File: config.mk
export PLATFORM = sky130hd
export DESIGN_NAME = flash_page_program_protect
export DESIGN_NICKNAME = d
export VERILOG_FILES = /design/src/design/flash_prot_pkg.sv /design/src/design/flash_page_program_protect.sv
export SDC_FILE = /design/constraint.sdc
export NUM_CORES = 1
export LEC_CHECK = 0
export ABC_AREA = 0
export BUFFER_PORTS_ARGS = -buffer_cell sky130_fd_sc_hd__buf_4
export CAP_MARGIN = 40
export CELL_PAD_IN_SITES_DETAIL_PLACEMENT = 2
export CELL_PAD_IN_SITES_GLOBAL_PLACEMENT = 2
export CORE_UTILIZATION = 28
export DETAILED_ROUTE_END_ITERATION = 7
export PLACE_DENSITY = 0.74
export REMOVE_ABC_BUFFERS = 1
export SLEW_MARGIN = 15
export SYNTH_ARGS = -nofsm -noshare
export SYNTH_HDL_FRONTEND = slang
export SYNTH_SLANG_ARGS = --single-unit
File: constraint.sdc
create_clock -name ref_clk -period 3.15 [get_ports ref_clk]
set_input_delay 0.63 -clock ref_clk [delete_from_list [all_inputs] [get_ports ref_clk]]
set_output_delay 0.63 -clock ref_clk [all_outputs]
set_load 0.02 [all_outputs]
File: src/design/flash_prot_pkg.sv
/*
 * Constants, types and layouts shared by the flash page program and
 * protection sequencer. Assumes a two-array flash macro outside the block
 * and software that sequences all program, erase and verify steps itself.
 */
// Overview of operation
// - erased bytes read back as zero
// - program one aligned eight-byte page
// - margin read adds eight cycles
// - margin read only after page programming
// - program select captures page address, data
// - high voltage needs protect byte read
// - protect byte read is latched
// - protected target clears select bit
// - all protect bits erased unlocks all but the protect bytes
// - protect bytes change only with test voltage
// - lowest set bit start governs
// - lower protect byte via upper control
// - wait/stop kills pump, keeps mode bits
// - stop in read mode enters standby
// - high voltage needs select; selects exclusive
// - margin forced zero while high voltage
package flash_prot_pkg;
	localparam int NUM_ARRAYS = 2;
	localparam int ARR_UPPER = 0;
	localparam int ARR_LOWER = 1;

	// register offsets on the plain register port
	localparam logic [2:0] REG_CTRL_UPPER = 3'h0;
	localparam logic [2:0] REG_CTRL_LOWER = 3'h1;
	localparam logic [2:0] REG_STATUS = 3'h2;
	localparam logic [2:0] REG_PROT_UPPER = 3'h3;
	localparam logic [2:0] REG_PROT_LOWER = 3'h4;

	// control register fields
	localparam int BIT_PROG = 0;
	localparam int BIT_ERASE = 1;
	localparam int BIT_MARGIN = 2;
	localparam int BIT_HIGH_VOLTAGE_ENABLE = 3;
	localparam int BIT_BLK = 4;
	localparam int BIT_FDIV = 6;
	localparam logic [7:0] CTRL_RESET = 8'h00;

	// status register fields
	localparam int ST_PROT_READ = 0;
	localparam int ST_VERIFY = 2;
	localparam int ST_BUSY = 4;
	localparam int ST_HV_PIN = 5;
	localparam int ST_PARKED = 6;

	// protect byte locations, both inside the upper array
	localparam logic [15:0] PROT_ADDR_UPPER = 16'hff80;
	localparam logic [15:0] PROT_ADDR_LOWER = 16'hff81;
	localparam logic [15:0] PROT_ADDR_INIT = 16'h0000;

	// lock start per protect bit, index is the bit number
	localparam logic [3:0][15:0] UPPER_LOCK = {16'hc000, 16'ha000, 16'h9000, 16'h8000};
	localparam logic [3:0][15:0] LOWER_LOCK = {16'h4000, 16'h2000, 16'h1000, 16'h0450};
	localparam logic [16:0] NO_LOCK = 17'h10000;

	// uncared address bits: erase block by size code, or one page
	localparam logic [3:0][15:0] BLK_MASK = {16'h003f, 16'h01ff, 16'h3fff, 16'h7fff};
	localparam logic [15:0] PAGE_MASK = 16'h0007;
	localparam int PAGE_BYTES = 8;

	localparam int STRETCH_DEFAULT = 8;

	typedef enum logic [1:0] {
		RD_IDLE = 2'b00,
		RD_FETCH = 2'b01,
		RD_STRETCH = 2'b10
	} rd_state_type;

	// everything the flash macro of one array needs
	typedef struct packed {
		logic pump_on;
		logic prog;
		logic erase;
		logic margin;
		logic standby;
		logic [1:0] blk;
		logic [1:0] fdiv;
		logic [15:0] target_addr;
		logic [7:0] page_mask;
		logic [63:0] page_data;
	} array_drive_type;
endpackage

File: src/design/flash_page_program_protect.sv
/*
 * Page program, margin read and block protection control for a
 * two-array flash. Assumes the macro returns mac_rdata combinationally
 * for mac_addr, and that software performs every timed wait itself.
 */
`timescale 1ns/1ns
module flash_page_program_protect #(
	parameter int STRETCH_CYCLES = flash_prot_pkg::STRETCH_DEFAULT
) (
	// clock, reset, enable
	input wire logic ref_clk,
	input wire logic sys_rst,
	input wire logic clk_en,
	// register port
	input wire logic [2:0] reg_addr,
	input wire logic [7:0] reg_wdata,
	input wire logic reg_wr,
	input wire logic reg_rd,
	output logic [7:0] reg_rdata,
	// cpu access to the arrays
	input wire logic [15:0] cpu_addr,
	input wire logic [7:0] cpu_wdata,
	input wire logic cpu_wr,
	input wire logic cpu_rd,
	output logic [7:0] cpu_rdata,
	output logic cpu_rvalid,
	output logic cpu_busy,
	// flash macro read side
	output logic [15:0] mac_addr,
	output logic mac_margin,
	input wire logic [7:0] mac_rdata,
	// pins and power modes
	input wire logic high_test_voltage,
	input wire logic wait_mode,
	input wire logic stop_mode,
	// per-array macro control
	output flash_prot_pkg::array_drive_type upper_drive,
	output flash_prot_pkg::array_drive_type lower_drive
);
	import flash_prot_pkg::*;

	rd_state_type state_r;
	logic [3:0] cnt_r;
	logic [15:0] mac_addr_r;
	logic mac_margin_r;
	logic rd_arr_r;
	logic [7:0] cpu_rdata_r;
	logic cpu_rvalid_r;
	logic cpu_busy_r;
	logic [7:0] reg_rdata_r;
	logic rd_done;
	logic [NUM_ARRAYS-1:0] margin_ok_v;
	logic [NUM_ARRAYS-1:0] prot_read_v;
	logic [NUM_ARRAYS-1:0] verify_v;
	logic [NUM_ARRAYS-1:0] parked_v;
	logic [NUM_ARRAYS-1:0][7:0] ctrl_v;
	logic [NUM_ARRAYS-1:0][7:0] prot_v;
	array_drive_type [NUM_ARRAYS-1:0] drive_v;

	// lowest programmed bit gives the lowest start, so it wins the union
	function automatic logic [16:0] lock_start(input logic [7:0] p,
		input logic [3:0][15:0] tbl);
		logic [16:0] s;
		s = NO_LOCK;
		for (int i = 3; i >= 0; i--) begin
			if (p[i]) begin
				s = {1'b0, tbl[i]};
			end
		end
		return s;
	endfunction

	// the read completes in the fetch cycle or in the last stretch cycle
	assign rd_done = (state_r == RD_FETCH && !mac_margin_r) ||
		(state_r == RD_STRETCH && cnt_r == 4'(STRETCH_CYCLES - 1));

	genvar a;
	generate
		for (a = 0; a < NUM_ARRAYS; a++) begin : g_arr
			localparam logic [2:0] CTRL_OFS = (a == ARR_UPPER) ? REG_CTRL_UPPER : REG_CTRL_LOWER;
			localparam logic [15:0] PROT_ADDR = (a == ARR_UPPER) ? PROT_ADDR_UPPER : PROT_ADDR_LOWER;
			localparam logic [3:0][15:0] TBL = (a == ARR_UPPER) ? UPPER_LOCK : LOWER_LOCK;
			logic prog_r, erase_r, high_voltage_enable_r, margin_r;
			logic verify_ok_r, prot_read_r, target_ok_r, parked_r;
			logic pump_r, standby_r;
			logic [1:0] blk_r, fdiv_r;
			logic [15:0] target_r;
			logic [7:0] prot_r, mask_r;
			logic [63:0] data_r;
			logic ctrl_wr, in_array, arr_wr, prot_cap;
			logic wp, we, prog_nxt, erase_nxt, high_voltage_enable_nxt, margin_nxt, sel_rise, sel_drop;
			logic [15:0] span_mask, span_lo, span_hi;
			logic lock_hit, prot_hit, violation;

			assign ctrl_wr = reg_wr && reg_addr == CTRL_OFS;
			// the lower protect byte sits at the top of the upper array
			// upper control owns it
			assign in_array = (a == ARR_UPPER) ? cpu_addr[15] : !cpu_addr[15];
			assign arr_wr = cpu_wr && in_array && !high_voltage_enable_r && (prog_r || erase_r);
			assign prot_cap = rd_done && mac_addr_r == PROT_ADDR;

			assign wp = reg_wdata[BIT_PROG];
			assign we = reg_wdata[BIT_ERASE];
			assign prog_nxt = (wp && we) ? prog_r : wp;
			assign erase_nxt = (wp && we) ? erase_r : we;
			assign high_voltage_enable_nxt = reg_wdata[BIT_HIGH_VOLTAGE_ENABLE] && (prog_nxt || erase_nxt) &&
				(high_voltage_enable_r || (prot_read_r && target_ok_r));
			assign margin_nxt = reg_wdata[BIT_MARGIN] && !high_voltage_enable_nxt;
			assign sel_rise = ctrl_wr && (prog_nxt || erase_nxt) && !(prog_r || erase_r);
			assign sel_drop = ctrl_wr && !(prog_nxt || erase_nxt);

			// a program spans one aligned page
			assign span_mask = prog_r ? PAGE_MASK : BLK_MASK[blk_r];
			assign span_lo = target_r & ~span_mask;
			assign span_hi = target_r | span_mask;
			assign lock_hit = {1'b0, span_hi} >= lock_start(prot_r, TBL);
			assign prot_hit = (a == ARR_UPPER) && span_hi >= PROT_ADDR_UPPER &&
				span_lo <= PROT_ADDR_LOWER;
			// test voltage bypasses the check
			// only a live select is judged, so a cleared operation is not re-checked
			assign violation = (prog_r || erase_r) && target_ok_r && prot_read_r &&
				!high_test_voltage && (lock_hit || prot_hit);

			// control bits; a protection hit overrides a select or high voltage write that cycle
			always_ff @(posedge ref_clk) begin
				if (sys_rst) begin
					prog_r <= CTRL_RESET[BIT_PROG];
					erase_r <= CTRL_RESET[BIT_ERASE];
					high_voltage_enable_r <= CTRL_RESET[BIT_HIGH_VOLTAGE_ENABLE];
					margin_r <= CTRL_RESET[BIT_MARGIN];
					blk_r <= CTRL_RESET[BIT_BLK +: 2];
					fdiv_r <= CTRL_RESET[BIT_FDIV +: 2];
				end else if (clk_en) begin
					if (violation) begin
						prog_r <= 1'b0;
						erase_r <= 1'b0;
						high_voltage_enable_r <= 1'b0;
					end else if (ctrl_wr) begin
						prog_r <= prog_nxt;
						erase_r <= erase_nxt;
						high_voltage_enable_r <= high_voltage_enable_nxt;
					end
					if (ctrl_wr) begin
						margin_r <= margin_nxt;
						blk_r <= reg_wdata[BIT_BLK +: 2];
						fdiv_r <= reg_wdata[BIT_FDIV +: 2];
					end
				end
			end

			// operation context: protect latch and captured target
			always_ff @(posedge ref_clk) begin
				if (sys_rst) begin
					prot_read_r <= 1'b0;
					prot_r <= 8'h00;
					target_ok_r <= 1'b0;
					target_r <= PROT_ADDR_INIT;
					mask_r <= 8'h00;
					data_r <= 64'h0;
				end else if (clk_en) begin
					// a refused operation needs a fresh protect read before high voltage
					if (sel_rise || sel_drop || violation) begin
						prot_read_r <= 1'b0;
						target_ok_r <= 1'b0;
						mask_r <= 8'h00;
					end
					if (prot_cap) begin
						prot_r <= mac_rdata;
						prot_read_r <= prog_r || erase_r;
					end
					if (arr_wr && !target_ok_r) begin
						target_r <= cpu_addr;
						target_ok_r <= 1'b1;
					end
					if (arr_wr && prog_r && (!target_ok_r ||
						(cpu_addr & ~PAGE_MASK) == span_lo)) begin
						data_r[cpu_addr[2:0]*PAGE_BYTES +: PAGE_BYTES] <= cpu_wdata;
						mask_r[cpu_addr[2:0]] <= 1'b1;
					end
				end
			end

			// verify allowed once a program pulse ended
			always_ff @(posedge ref_clk) begin
				if (sys_rst) begin
					verify_ok_r <= 1'b0;
				end else if (clk_en) begin
					if (ctrl_wr && high_voltage_enable_r && !high_voltage_enable_nxt && prog_r) begin
						verify_ok_r <= 1'b1;
					end else if (sel_rise || (ctrl_wr && !margin_nxt)) begin
						verify_ok_r <= 1'b0;
					end
				end
			end

			// pump and standby; a parked operation waits for reset, since an
			// interrupt vector could not be fetched from a non-read array
			always_ff @(posedge ref_clk) begin
				if (sys_rst) begin
					parked_r <= 1'b0;
					pump_r <= 1'b0;
					standby_r <= 1'b0;
				end else if (clk_en) begin
					// pump off in wait or stop
					if ((wait_mode || stop_mode) && high_voltage_enable_r) begin
						parked_r <= 1'b1;
					end
					pump_r <= high_voltage_enable_r && !wait_mode && !stop_mode && !parked_r;
					// stop in read mode is standby
					standby_r <= stop_mode && !prog_r && !erase_r;
				end
			end

			assign margin_ok_v[a] = margin_r && verify_ok_r;
			assign prot_read_v[a] = prot_read_r;
			assign verify_v[a] = verify_ok_r;
			assign parked_v[a] = parked_r;
			assign prot_v[a] = prot_r;
			assign ctrl_v[a] = {fdiv_r, blk_r, high_voltage_enable_r, margin_r, erase_r, prog_r};
			assign drive_v[a] = '{pump_on: pump_r, prog: prog_r, erase: erase_r,
				margin: margin_r, standby: standby_r, blk: blk_r, fdiv: fdiv_r,
				target_addr: target_r, page_mask: mask_r, page_data: data_r};
		end
	endgenerate

	// array read sequencer; new reads are ignored while one is busy
	always_ff @(posedge ref_clk) begin
		if (sys_rst) begin
			state_r <= RD_IDLE;
			cnt_r <= 4'h0;
			mac_addr_r <= PROT_ADDR_INIT;
			mac_margin_r <= 1'b0;
			rd_arr_r <= 1'b0;
			cpu_busy_r <= 1'b0;
		end else if (clk_en) begin
			case (state_r)
				RD_IDLE: begin
					if (cpu_rd) begin
						mac_addr_r <= cpu_addr;
						rd_arr_r <= !cpu_addr[15];
						mac_margin_r <= margin_ok_v[!cpu_addr[15]];
						cpu_busy_r <= 1'b1;
						state_r <= RD_FETCH;
					end
				end
				RD_FETCH: begin
					cnt_r <= 4'h0;
					if (mac_margin_r) begin
						state_r <= RD_STRETCH;
					end else begin
						cpu_busy_r <= 1'b0;
						state_r <= RD_IDLE;
					end
				end
				RD_STRETCH: begin
					cnt_r <= cnt_r + 4'h1;
					if (rd_done) begin
						cpu_busy_r <= 1'b0;
						mac_margin_r <= 1'b0;
						state_r <= RD_IDLE;
					end
				end
				default: begin
					state_r <= RD_IDLE;
				end
			endcase
		end
	end

	// read data straight from the cells, erased reads as zero
	always_ff @(posedge ref_clk) begin
		if (sys_rst) begin
			cpu_rdata_r <= 8'h00;
			cpu_rvalid_r <= 1'b0;
		end else if (clk_en) begin
			cpu_rvalid_r <= rd_done;
			if (rd_done) begin
				cpu_rdata_r <= mac_rdata;
			end
		end
	end

	// register read port, data valid only in the cycle after the strobe
	always_ff @(posedge ref_clk) begin
		if (sys_rst) begin
			reg_rdata_r <= 8'h00;
		end else if (clk_en) begin
			reg_rdata_r <= 8'h00;
			if (reg_rd) begin
				case (reg_addr)
					REG_CTRL_UPPER: reg_rdata_r <= ctrl_v[ARR_UPPER];
					REG_CTRL_LOWER: reg_rdata_r <= ctrl_v[ARR_LOWER];
					REG_PROT_UPPER: reg_rdata_r <= prot_v[ARR_UPPER];
					REG_PROT_LOWER: reg_rdata_r <= prot_v[ARR_LOWER];
					REG_STATUS: begin
						reg_rdata_r[ST_PROT_READ +: 2] <= prot_read_v;
						reg_rdata_r[ST_VERIFY +: 2] <= verify_v;
						reg_rdata_r[ST_BUSY] <= cpu_busy_r;
						reg_rdata_r[ST_HV_PIN] <= high_test_voltage;
						reg_rdata_r[ST_PARKED] <= |parked_v;
					end
					default: reg_rdata_r <= 8'h00;
				endcase
			end
		end
	end

	assign reg_rdata = reg_rdata_r;
	assign cpu_rdata = cpu_rdata_r;
	assign cpu_rvalid = cpu_rvalid_r;
	assign cpu_busy = cpu_busy_r;
	assign mac_addr = mac_addr_r;
	assign mac_margin = mac_margin_r;
	assign upper_drive = drive_v[ARR_UPPER];
	assign lower_drive = drive_v[ARR_LOWER];
endmodule

## Word level (Yosys, flattened, before mapping)

Cells that the tools add are included.

| operators by class | value |
|---|---|
| mux-type cells | 68 |
| bitwise logic cells | 8 |
| shift operators | 2 |
| reduce and logical (&&, ||, !) cells | 143 |
| $add $sub $neg | 2 |
| equal/unequal tests | 14 |
| $lt $le $gt $ge | 9 |

Operators by type and width:

| operator | number |
|---|---|
| 2-to-1 mux 17 bit | 8 |
| bitwise mux 64 bit | 2 |
| 2-to-1 mux 8 bit | 9 |
| logical AND 1 bit | 65 |
| binary-select mux 16 bit (select 2 bit) | 2 |
| 2-to-1 mux 16 bit | 4 |
| variable shift 8 x 34 -> 64 bit, first input constant | 1 |
| indexed part select 8 x 34 -> 64 bit | 1 |
| AND reduction 2 bit | 20 |
| case mux 7 bit (5 select lines) | 1 |
| >= comparator 16 x 17 -> 1 bit | 2 |
| negation 6 -> 34 bit | 1 |
| 2-to-1 mux 1 bit | 33 |
| AND 16 bit | 2 |
| equality test 16 bit | 2 |
| equality test 16 bit, second input constant | 2 |
| inverter 16 bit | 2 |
| OR 16 bit | 2 |
| zero test 1 bit | 23 |
| nonzero test 2 bit | 10 |
| logical OR 1 bit | 17 |
| >= comparator 16 bit, second input constant | 1 |
| less-or-equal comparator 16 bit, second input constant | 1 |
| OR 8 bit | 2 |
| other kinds (26) | 33 |

| storage, ports and cells | value |
|---|---|
| register bits | 261 |
| input port bits | 53 |
| output and inout port bits | 229 |

## Logic depth before layout (Yosys ltp)

Gate-level depths: netlist (run 1).

| logic depth | value |
|---|---|
| depth after elaboration | 15 |
| mapped depth | 12 |
| depth with buffers taken out | 10 |

## Worst setup path after synthesis (run 1)

OpenSTA, ideal clock, no wires.

| timing path | value |
|---|---|
| kind | input port to flip-flop |
| from | input port cpu_addr[0] |
| to | register g_arr[0].data_r[49] |
| data required time | 3.092 ns |
| path slack | 0.188 ns |
| data arrival time | 2.904 ns |
| stages | 11 |
| setup time | 0.058 ns |
| cells stage by stage | clkbuf_1 inv_1 ha_1 ha_1 clkbuf_1 nor3_1 and2_0 buf_1 nand2_1 nor3_1 a31o_2 |

| on the way | value |
|---|---|
| cells in the longest elaborated chain, start to end | 3 |
| elaborated cells on any way between the ends | 4 |

Ends and longest elaborated chain:

| what | line | source |
|---|---|---|
| start, declared | flash_page_program_protect.sv:21 | `input wire logic [15:0] cpu_addr,` |
| negation 6 -> 34 bit * | flash_page_program_protect.sv:177 | `data_r[cpu_addr[2:0]*PAGE_BYTES +: PAGE_BYTES] <= cpu_wdata;` |
| indexed part select 8 x 34 -> 64 bit / variable shift 8 x 34 -> 64 bit (equally long branches) | flash_page_program_protect.sv:177 |  |
| bitwise mux 64 bit * | flash_page_program_protect.sv:177 |  |
| end signal, assigned by index | flash_page_program_protect.sv:177 |  |
| end, declared | flash_page_program_protect.sv:89 | `logic [63:0] data_r;` |

Mark *: on every way between the ends. The rest lies on a longest branch, timed or not.
A chain may end at the register's enable or synchronous reset.

## Worst setup path in the final report (run 1)

| timing path | value |
|---|---|
| from | register g_arr[0].prog_r |
| to | register g_arr[0].erase_r |

| on the way | value |
|---|---|
| cells in the longest elaborated chain, start to end | 9 |
| elaborated cells on any way between the ends | 17 |

Ends and longest elaborated chain:

| what | line | source |
|---|---|---|
| start, declared | flash_page_program_protect.sv:83 | `logic prog_r, erase_r, high_voltage_enable_r, margin_r;` |
| start signal, assigned | flash_page_program_protect.sv:127 | `prog_r <= CTRL_RESET[BIT_PROG];` |
| start signal, assigned | flash_page_program_protect.sv:139 | `prog_r <= prog_nxt;` |
| 2-to-1 mux 16 bit | flash_page_program_protect.sv:113 | `assign span_mask = prog_r ? PAGE_MASK : BLK_MASK[blk_r];` |
| inverter 16 bit | flash_page_program_protect.sv:114 | `assign span_lo = target_r & ~span_mask;` |
| AND 16 bit | flash_page_program_protect.sv:114 |  |
| less-or-equal comparator 16 bit (not written as such) | flash_page_program_protect.sv:118 | `span_lo <= PROT_ADDR_LOWER;` |
| logical AND 1 bit | flash_page_program_protect.sv:117 | `assign prot_hit = (a == ARR_UPPER) && span_hi >= PROT_ADDR_UPPER &&` |
| logical OR 1 bit | flash_page_program_protect.sv:122 | `!high_test_voltage && (lock_hit \|\| prot_hit);` |
| logical AND 1 bit * | flash_page_program_protect.sv:122 |  |
| nonzero test 2 bit (no source line) | n/a |  |
| AND reduction 2 bit (no source line) | n/a |  |
| end signal, assigned | flash_page_program_protect.sv:128 | `erase_r <= CTRL_RESET[BIT_ERASE];` |
| end signal, assigned | flash_page_program_protect.sv:140 | `erase_r <= erase_nxt;` |
| end, declared | flash_page_program_protect.sv:83 |  |

Marks and branches as above.

==> results.cfg, run 1 <==
[cells_and_area]
fin_area_um2 = 15300
syn_to_final_growth_pct = 35.1
nNetsFinal = 1621
final_cell_mix = buf_4 (330), dfxtp_1 (261), nor2_1 (158), nand2_1 (155), mux2i_1 (136)
antennaDiodeCount = 0
final_common_cell = buf_4
fin_cells = 2098
drive_gt1_frac = 0.286

[power]
p_int_w = 0.00588
pwr-share-clk = 0.506
p_seq_frac = 0.430
total_power_w = 0.00777
ir_drop_uv = 331
power_density_nw_per_um2 = 506
power.switching_w = 0.00189
cellLeakagePower_nw = 6.34
swShare = 0.244
p_comb_frac = 0.063

[setup_path]
cp.arrival_ps = 3340
cp-end-kind = flip-flop
cpPeakStageDelay_ps = 650
path_delay_family = compound AO/OA/AOI/OAI gates
cp_slowest_cell = dfxtp_1
cp.required_ps = 3610
crit_type = flip-flop to flip-flop
cp_common_cell = a21o_1
cp_num_buf_inv = 0
worst-path-max-fanout = 12
cp_cell_sequence = or2_1 > nand2b_1 > ha_1 > nor4b_1 > a21o_1 > a21o_1 > nand2_1 > a211oi_1 > a31oi_1 > a21oi_1
start_kind = flip-flop

[global_route]
grt_usage = 0.227
grt_max_degree = 121
grt_pass1_vias = 11600
grt_pass1_wl_um = 71700
antenna_found_initial = 0
overflow = 0

[yosys]
yosys.area.top_type_share = 0.460
synthArstFlopShare = 0
ys_top_cells_by_area = dfxtp_1 (46%), mux2i_1 (12%), nor2_1 (5.2%)
yosys_warnings = 0
syn-cell-area_um2 = 11400
post_synth.cell_area_avg_um2 = 8.93
yosys.area.top_type = dfxtp_1
synthFlopType = dfxtp_1
synth-edff-count = 0
syn_inst = 1273
synth-seq-cells = 261
yosysSeqAreaShare = 0.460
yosys.cell_types.count = 78

[timing]
finalCritPeriodShare = 0.913
rsz0062_at_grt = no
slew_headroom = 0.495
finalHoldViolCount = 0
fmax_mhz = 348
worstMarginPinSlew_ps = 754
skew_ps = 24.9
tns_ps = 0
setup_ws_ps = 273
drv_slew = 0
setup_viol = 0
period_needed_ps = 2880

[outcome]
status = completed

[clocking]
clk_path_buf_depth = 3
cts_setup_buffers = 0
post_cts_resized = 0
clock-sinks = 261
cts.clk_slew.worst_paths_ps = 60
ctsHoldBuffers = 0
clock_latency_ps = 550
htreeDepth = 2
cts_root_buffer = clkbuf_16
numCtsBuffers = 34
cts_tree = done

[routing]
via_per_inst = 5.08
drc = 0
first_pass_iters = 4
routed-wl-met3_um = 2560
wl_met2_um = 22300
wl_um = 46800
wl_met1_um = 20800
drtIter0Drc = 349
via_count = 10700
wl_per_cell_um = 22.3
routed.top_layer = met4
final_antenna_net_count = 0

[placed_design]
gp_routability_congestion = 0.830
placed_cells = 2042
post-dp-hpwl_um = 34800
pre_cts_slack_ps = 214
port_buffers = 281
placed_area_um2 = 14200

[floorplan]
dieArea_um2 = 41400
start_util = 0.285
die_w_um = 203
rows = 73
die_h_um = 203
core_um2 = 39900
top_level_ports = 282

[job]
maxCapViolCount = 0

[worst_hold_path]
hp-class = primary input to flip-flop
## metal layers
metal,track usage,up-vias
met1,0.287,5350
met3,0.0574,65
met4,0.0730,0
met2,0.378,245
li1,-,4998
met5,0,-
## state kept, by name (all words and copies together), names as in the netlist, 2 cells and up
name                         flops
g_arr.target_r                  32
cnt_r                            4
g_arr.margin_r                   2
mac_addr                        16
g_arr.fdiv_r                     4
g_arr.mask_r                    16
g_arr.high_voltage_enable_r      2
state_r                          2
g_arr.standby_r                  2
cpu_rdata                        8
g_arr.verify_ok_r                2
g_arr.blk_r                      4
g_arr.target_ok_r                2
g_arr.parked_r                   2
g_arr.pump_r                     2
g_arr.prot_read_r                2
g_arr.prog_r                     2
g_arr.prot_r                    16
g_arr.data_r                   128
g_arr.erase_r                    2
reg_rdata                        8
## cell families after synthesis
kind of cell             after synthesis  synth area share
XOR/XNOR                              16            0.0123
multiplexers                         142             0.129
flip-flops                           261             0.460
adder cells (fa/ha/maj)               15            0.0165
AND/OR/NAND/NOR                      493             0.205
buffers and inverters                117            0.0435
AO/OA/AOI/OAI                        229             0.134
## metrics by stage
| step | util | hold slack, ps |
|---|---|---|
| detailed placement | 0.357 | 457 |
| global placement | 0.356 | 439 |
| floorplan | - | 443 |
| global route | 0.385 | 343 |
| finish | 0.385 | 347 |
| CTS | 0.385 | 330 |
## final cells by class
type	instances	area, µm²
repair buffers	337	2610
clock buffers	46	966
clock inverters	10	146
fillers	4415	24600
multi-input cells	895	5660
well taps	525	657
flip-flops and latches	261	5230
inverters	24	90.1
## power groups by stage
stage               combinational, W  clock, W  sequential [W]
floorplan                   0.000166         0         0.00343
global placement            0.000478         0         0.00342
detailed placement          0.000494         0         0.00342
CTS                         0.000496   0.00403         0.00334
global route                0.000532   0.00417         0.00335
finish                      0.000493   0.00393         0.00334
## Yosys cell counts, drive strengths merged (3+ instances only)
master	number
a31o	23
mux2i	136
nand4b	3
o41ai	3
o22ai	5
nand3	44
a31oi	11
nor2b	12
o21ai	58
or3	5
inv	24
a21o	5
nor4	6
mux2	3
a32o	3
nor2	159
a211oi	5
nand2	155
nor3b	3
a2111oi	3
nand3b	5
mux4	3
a22o	3
ha	15
a41oi	4
nand4	13
or2	9
xnor2	15
a22oi	7
buf	32
clkbuf	61
dfxtp	261
nor4b	3
a21oi	76
and3	11
nor4bb	4
o211ai	4
or4	3
o2bb2ai	5
nor3	27
and2	8
nand2b	18
## final timing paths
check                                                      start                          endpoint  slack (ps)  depth (start not counted)
worst min register to register  g_arr[0].data_r[22]$_SDFFE_PP0P_  g_arr[0].data_r[22]$_SDFFE_PP0P_         470                          2
worst min-delay path                                mac_rdata[2]         cpu_rdata[2]$_SDFFE_PP0P_         350                          3
worst max-delay path                g_arr[0].prog_r$_SDFFE_PP0P_     g_arr[0].erase_r$_SDFFE_PP0P_         270                         10
worst max register to register      g_arr[0].prog_r$_SDFFE_PP0P_     g_arr[0].erase_r$_SDFFE_PP0P_         270                         10
## worst reg2reg max path: cells and delay by family (launching register included)
kind | cells | cell delay [ps]
flip-flops | 1 | 650
AO/OA/AOI/OAI | 5 | 1140
AND/OR/NAND/NOR | 4 | 790
adder cells (fa/ha/maj) | 1 | 230
(Power assumes the default switching activity.)
==> inputs of run 2 (changes only) <==
--- a/config.mk
+++ b/config.mk
@@ -10,9 +10,10 @@
 export CAP_MARGIN = 40
 export CELL_PAD_IN_SITES_DETAIL_PLACEMENT = 2
 export CELL_PAD_IN_SITES_GLOBAL_PLACEMENT = 2
-export CORE_UTILIZATION = 28
+export CORE_UTILIZATION = 32
+export CTS_CLUSTER_DIAMETER = 30
 export DETAILED_ROUTE_END_ITERATION = 7
-export PLACE_DENSITY = 0.74
+export PLACE_DENSITY = 0.8
 export REMOVE_ABC_BUFFERS = 1
 export SLEW_MARGIN = 15
 export SYNTH_ARGS = -nofsm -noshare
==> constraint.sdc (replaced) <==
create_clock -name ref_clk -period 2.7 [get_ports ref_clk]
set_input_delay 0.54 -clock ref_clk [delete_from_list [all_inputs] [get_ports ref_clk]]
set_output_delay 0.54 -clock ref_clk [all_outputs]
set_load 0.02 [all_outputs]
==> run 2 against run 1 <==
  * The run now ends with setup timing left
  * Cell area is 11% higher
  * Total power is 72% higher
  * Hold slack worse by 110 ps
  * Count of clock-buffer cells in the layout is 46 higher
  * Combinational power is 37% higher
  * Cell count is 2.0% higher
  * First-iteration DRC count is 120% higher
  * Critical path depth is 2 higher
  * Fmax is 4.3% lower
  * Non-clock buffer count is 37 higher
  * Largest cell class unchanged
==> results.cfg, run 2 (synthesis results as in run 1) <==
[timing]
setup_viol = 31
slew_headroom = 0.473
timing.hold.ws_ps = 236
finalCritPeriodShare = 1.11
drv_slew = 0
fmax_mhz = 333
finalHoldViolCount = 0
tns_ps = -2540
period_needed_ps = 3010
worstMarginPinSlew_ps = 791
setup_ws_ps = -305
skew_ps = 31.3

[setup_path]
cp-end-kind = flip-flop
cp.arrival_ps = 3410
crit_type = flip-flop to flip-flop
cp.required_ps = 3100
start_kind = flip-flop
worst-path-max-fanout = 5

[global_route]
grt_pass1_vias = 13600
grt_usage = 0.329
grt_pass1_wl_um = 89500
overflow = 0
antenna_found_initial = 3
grt_max_degree = 70

[cells_and_area]
nNetsFinal = 1696
top_register = g_arr.data_r
final-seq-area_um2 = 5230
syn_to_final_growth_pct = 50.4
drive_gt1_frac = 0.347
multi_input_area_um2 = 5830
final_common_cell = buf_4
reg_top3 = g_arr.data_r x128, g_arr.target_r x32
num-fill-cells = 3564
largest_register_ff_count = 128
final_cell_mix = buf_4 (362), dfxtp_1 (257), nor2_1 (157), nand2_1 (155), mux2i_1 (134)

[clocking]
cts_tree = done
clock-sinks = 261
htreeDepth = 3
cts.clk_slew.worst_paths_ps = 50
numCtsBuffers = 72
clk_path_buf_depth = 3
clock_latency_ps = 590
cts_root_buffer = clkbuf_16

[routing]
final_antenna_net_count = 0
drtIter0Drc = 781
drc = 0
wl_per_cell_um = 31.5
via_per_inst = 5.81
first_pass_iters = 5
wl_um = 67400
via_count = 12400

[worst_hold_path]
hp-class = primary input to flip-flop

[placed_design]
gp_routability_congestion = 0.833
post-dp-hpwl_um = 35600
port_buffers = 281

[power]
cellLeakagePower_nw = 7.22
total_power_w = 0.0133
ir_drop_uv = 998
power_density_nw_per_um2 = 780

[floorplan]
dieArea_um2 = 36300
core_um2 = 34700
rows = 68
start_util = 0.327
top_level_ports = 282
die_h_um = 190
die_w_um = 190

[job]
maxCapViolCount = 0

[outcome]
status = finished, violations left
violations = setup timing
==> run 2: cell count changes in the layout (fill, tap and decap cells not counted), sizes merged <==
cell,delta
clkbuf,+46
buf,+37
clkinv,+18
clkinvlp,+5
bufinv,+3
diode,+2
==> run 2: timing repair <==
item | CTS | global route
setup buffers | 0 | 1
pin swaps | 3 | 7
gates resized for setup | 16 | 25
setup endpoints to repair | 79 | 46
hold endpoints to repair | 0 | 0
hold buffers | 0 | 0
==> run 2: per-stage QoR <==
stage	area, µm²	std cells	worst slack, ps	utilization
5_1_grt	17100	2138	-289	0.492
3_3_place_gp	14500	2008	-149	0.417
6_report	17100	2139	-305	0.492
2_1_floorplan	11000	1180	-425	-
4_1_cts	17000	2136	0.403	0.488
3_5_place_dp	14500	2008	-378	0.417
==> run 2: critical path, stage by stage, from the launching register on <==
cell,delay [ps]
dfxtp_1,310
or2_4,270
buf_4,170
nand2b_1,100
ha_2,200
o21ai_1,130
a2111oi_2,510
o41ai_2,200
a31oi_4,210
nor3_2,90
buf_4,180
a31oi_1,270
a21oi_1,180
==> run 2: report_power, final <==
part	internal [W]	total [W]	switching (W)	leakage (nW)
Clock	0.00589	0.00874	0.00284	1.19
Combinational	0.000202	0.000676	0.000473	3.92
Sequential	0.00389	0.00392	0.0000278	2.11
==> run 2: metal layers <==
| metal | global-route usage | vias up | part of all wire |
|---|---|---|---|
| met5 | 0 | - | 0.00019 |
| met4 | 0.175 | 2 | 0.053 |
| met3 | 0.0889 | 248 | 0.071 |
| met2 | 0.576 | 671 | 0.51 |
| met1 | 0.363 | 6318 | 0.37 |
| li1 | - | 5184 | - |
==> run 2: layout make-up <==
cell class,count,area share
clock inverter,36,0.0209
clock buffer,92,0.120
inverter,24,0.00527
multi-input combinational,895,0.341
timing repair buffer,374,0.173
sequential,261,0.306
antenna,2,0.000293
tap,455,0.0333
==> run 2: path summary, 6_finish.rpt <==
check / from / end / slack, ps / cells after the start
hold reg to reg: g_arr[1].data_r[34]$_SDFFE_PP0P_ / g_arr[1].data_r[34]$_SDFFE_PP0P_ / 470 / 2
hold / removal: mac_rdata[4] / cpu_rdata[4]$_SDFFE_PP0P_ / 240 / 3
setup reg to reg: g_arr[1].blk_r[1]$_SDFFE_PP0P_ / g_arr[1].erase_r$_SDFFE_PP0P_ / -310 / 12
setup / recovery: g_arr[1].blk_r[1]$_SDFFE_PP0P_ / g_arr[1].erase_r$_SDFFE_PP0P_ / -310 / 12
==> inputs of run 3 (changes only) <==
--- a/config.mk
+++ b/config.mk
@@ -14,8 +14,7 @@
 export CTS_CLUSTER_DIAMETER = 30
 export DETAILED_ROUTE_END_ITERATION = 7
 export PLACE_DENSITY = 0.8
-export REMOVE_ABC_BUFFERS = 1
-export SLEW_MARGIN = 15
+export SLEW_MARGIN = 20
 export SYNTH_ARGS = -nofsm -noshare
 export SYNTH_HDL_FRONTEND = slang
 export SYNTH_SLANG_ARGS = --single-unit
==> run 3 against run 2 <==
  * The run still ends with setup timing left
  * Sequential cell count unchanged
  * Die area unchanged
  * Clock power grew 3.3%
  * Worst setup slack better by 170 ps
  * Sequential power is essentially flat
  * Via count fell by 2.8%
  * Combinational power down 4.7%
  * Non-clock buffer count shrank 9
  * Sequential share of layout area is 0.096 points higher
  * Routed wire length is 7.4% lower
  * Count of clock-buffer cells in the layout down 4
  * Critical path type unchanged
  * Critical endpoint is now g_arr[1].data_r[56]$_SDFFE_PP0P_
  * Highest routed layer is now met4
==> results.cfg, run 3 (synthesis results as in run 1) <==
[outcome]
status = finished, violations left
violations = setup timing

[routing]
drtIter0Drc = 753
wl_per_cell_um = 29.3
drc = 0
first_pass_iters = 5
final_antenna_net_count = 0
via_count = 12100
wl_um = 62400
via_per_inst = 5.67

[floorplan]
rows = 68
dieArea_um2 = 36300
start_util = 0.327
die_h_um = 190
die_w_um = 190
top_level_ports = 282
core_um2 = 34700

[timing]
slew_headroom = 0.533
setup_ws_ps = -137
tns_ps = -1320
skew_ps = 21.6
setup_viol = 23
finalCritPeriodShare = 1.05
timing.hold.ws_ps = 233
fmax_mhz = 352
worstMarginPinSlew_ps = 699
period_needed_ps = 2840
drv_slew = 0
finalHoldViolCount = 0

[placed_design]
pre_cts_slack_ps = -158
placed_cells = 1996
port_buffers = 281
gp_routability_congestion = 0.828
placed_area_um2 = 14400
post-dp-hpwl_um = 34400

[global_route]
grt_pass1_vias = 13600
antenna_found_initial = 1
overflow = 0
grt_max_degree = 56
grt_pass1_wl_um = 87900
grt_usage = 0.321

[setup_path]
worst-path-max-fanout = 17
crit_type = flip-flop to flip-flop
start_kind = flip-flop
cp.arrival_ps = 3270
cp.required_ps = 3140
cp-end-kind = flip-flop
reg2reg_slack_ps = -140

[cells_and_area]
drive_gt1_frac = 0.344
largest_register_ff_count = 128
top_register = g_arr.data_r
fin_area_um2 = 17000
final_cell_mix = buf_4 (355), dfxtp_1 (256), nor2_1 (155), nand2_1 (155), mux2i_1 (134)
reg_top3 = g_arr.data_r x128, g_arr.target_r x32
final_common_cell = buf_4
nNetsFinal = 1684
syn_to_final_growth_pct = 49.9
fin_cells = 2128

[clocking]
numCtsBuffers = 69
cts_root_buffer = clkbuf_16
clk_path_buf_depth = 3
clock-sinks = 261
htreeDepth = 3
cts_tree = done
cts.clk_slew.worst_paths_ps = 40
clock_latency_ps = 590

[worst_hold_path]
hp-class = primary input to flip-flop

[power]
power_density_nw_per_um2 = 798
cellLeakagePower_nw = 7.22
ir_drop_uv = 552

[job]
maxCapViolCount = 0

[yosys]
syn_nets = 1341
-- run 3: cell type report --
class                   count  area (µm²)
flip-flops and latches    261        5230
fillers                  3617       17700
inverters                  24        90.1
multi-input cells         895        5780
repair buffers            365        2870
clock inverters            39         561
diodes                      1        2.50
well taps                 455         569
clock buffers              88        1940
-- run 3: layer usage --
metal / global-route usage / share of wire
met4: 0.136 / 0.049
met2: 0.572 / 0.51
met1: 0.368 / 0.38
met3: 0.0696 / 0.061
met5: 0 / 0
-- run 3: worst max-delay path, cell delays in order, from the launching register on --
cell,delay (ps)
dfxtp_2,340
buf_4,240
a21o_1,230
a21oi_1,130
or3_1,460
a221oi_4,290
buf_4,210
a21boi_1,110
buf_4,240
o21ai_0,310
a21oi_1,120
-- run 3: worst paths after layout --
path | start | cells after the start | endpoint
setup reg to reg | g_arr[1].prog_r$_SDFFE_PP0P_ | 10 | g_arr[1].data_r[56]$_SDFFE_PP0P_
hold reg to reg | g_arr[0].mask_r[3]$_SDFFE_PP0P_ | 2 | g_arr[0].mask_r[3]$_SDFFE_PP0P_
setup / recovery | g_arr[1].prog_r$_SDFFE_PP0P_ | 10 | g_arr[1].data_r[56]$_SDFFE_PP0P_
hold / removal | mac_rdata[4] | 3 | cpu_rdata[4]$_SDFFE_PP0P_
-- run 3: power by group --
part           total, W  leakage [nW]  internal (W)  switching [W]
sequential      0.00391          2.11       0.00389      0.0000247
clock           0.00903          1.23       0.00615        0.00288
combinational  0.000644          3.88      0.000195       0.000449
-- run 3: metrics by stage --
stage / power, W / utilization
finish: 0.0136 / 0.491
global route: 0.0139 / 0.491
CTS: 0.0136 / 0.488
detailed placement: 0.00456 / 0.414
global placement: 0.00454 / 0.414
floorplan: 0.00429 / -
-- run 3: timing repair --
action	in CTS	in global routing
setup endpoints to repair	24	62
resized for setup	9	26
hold buffers	0	0
pin swaps	2	6
setup buffers	3	1
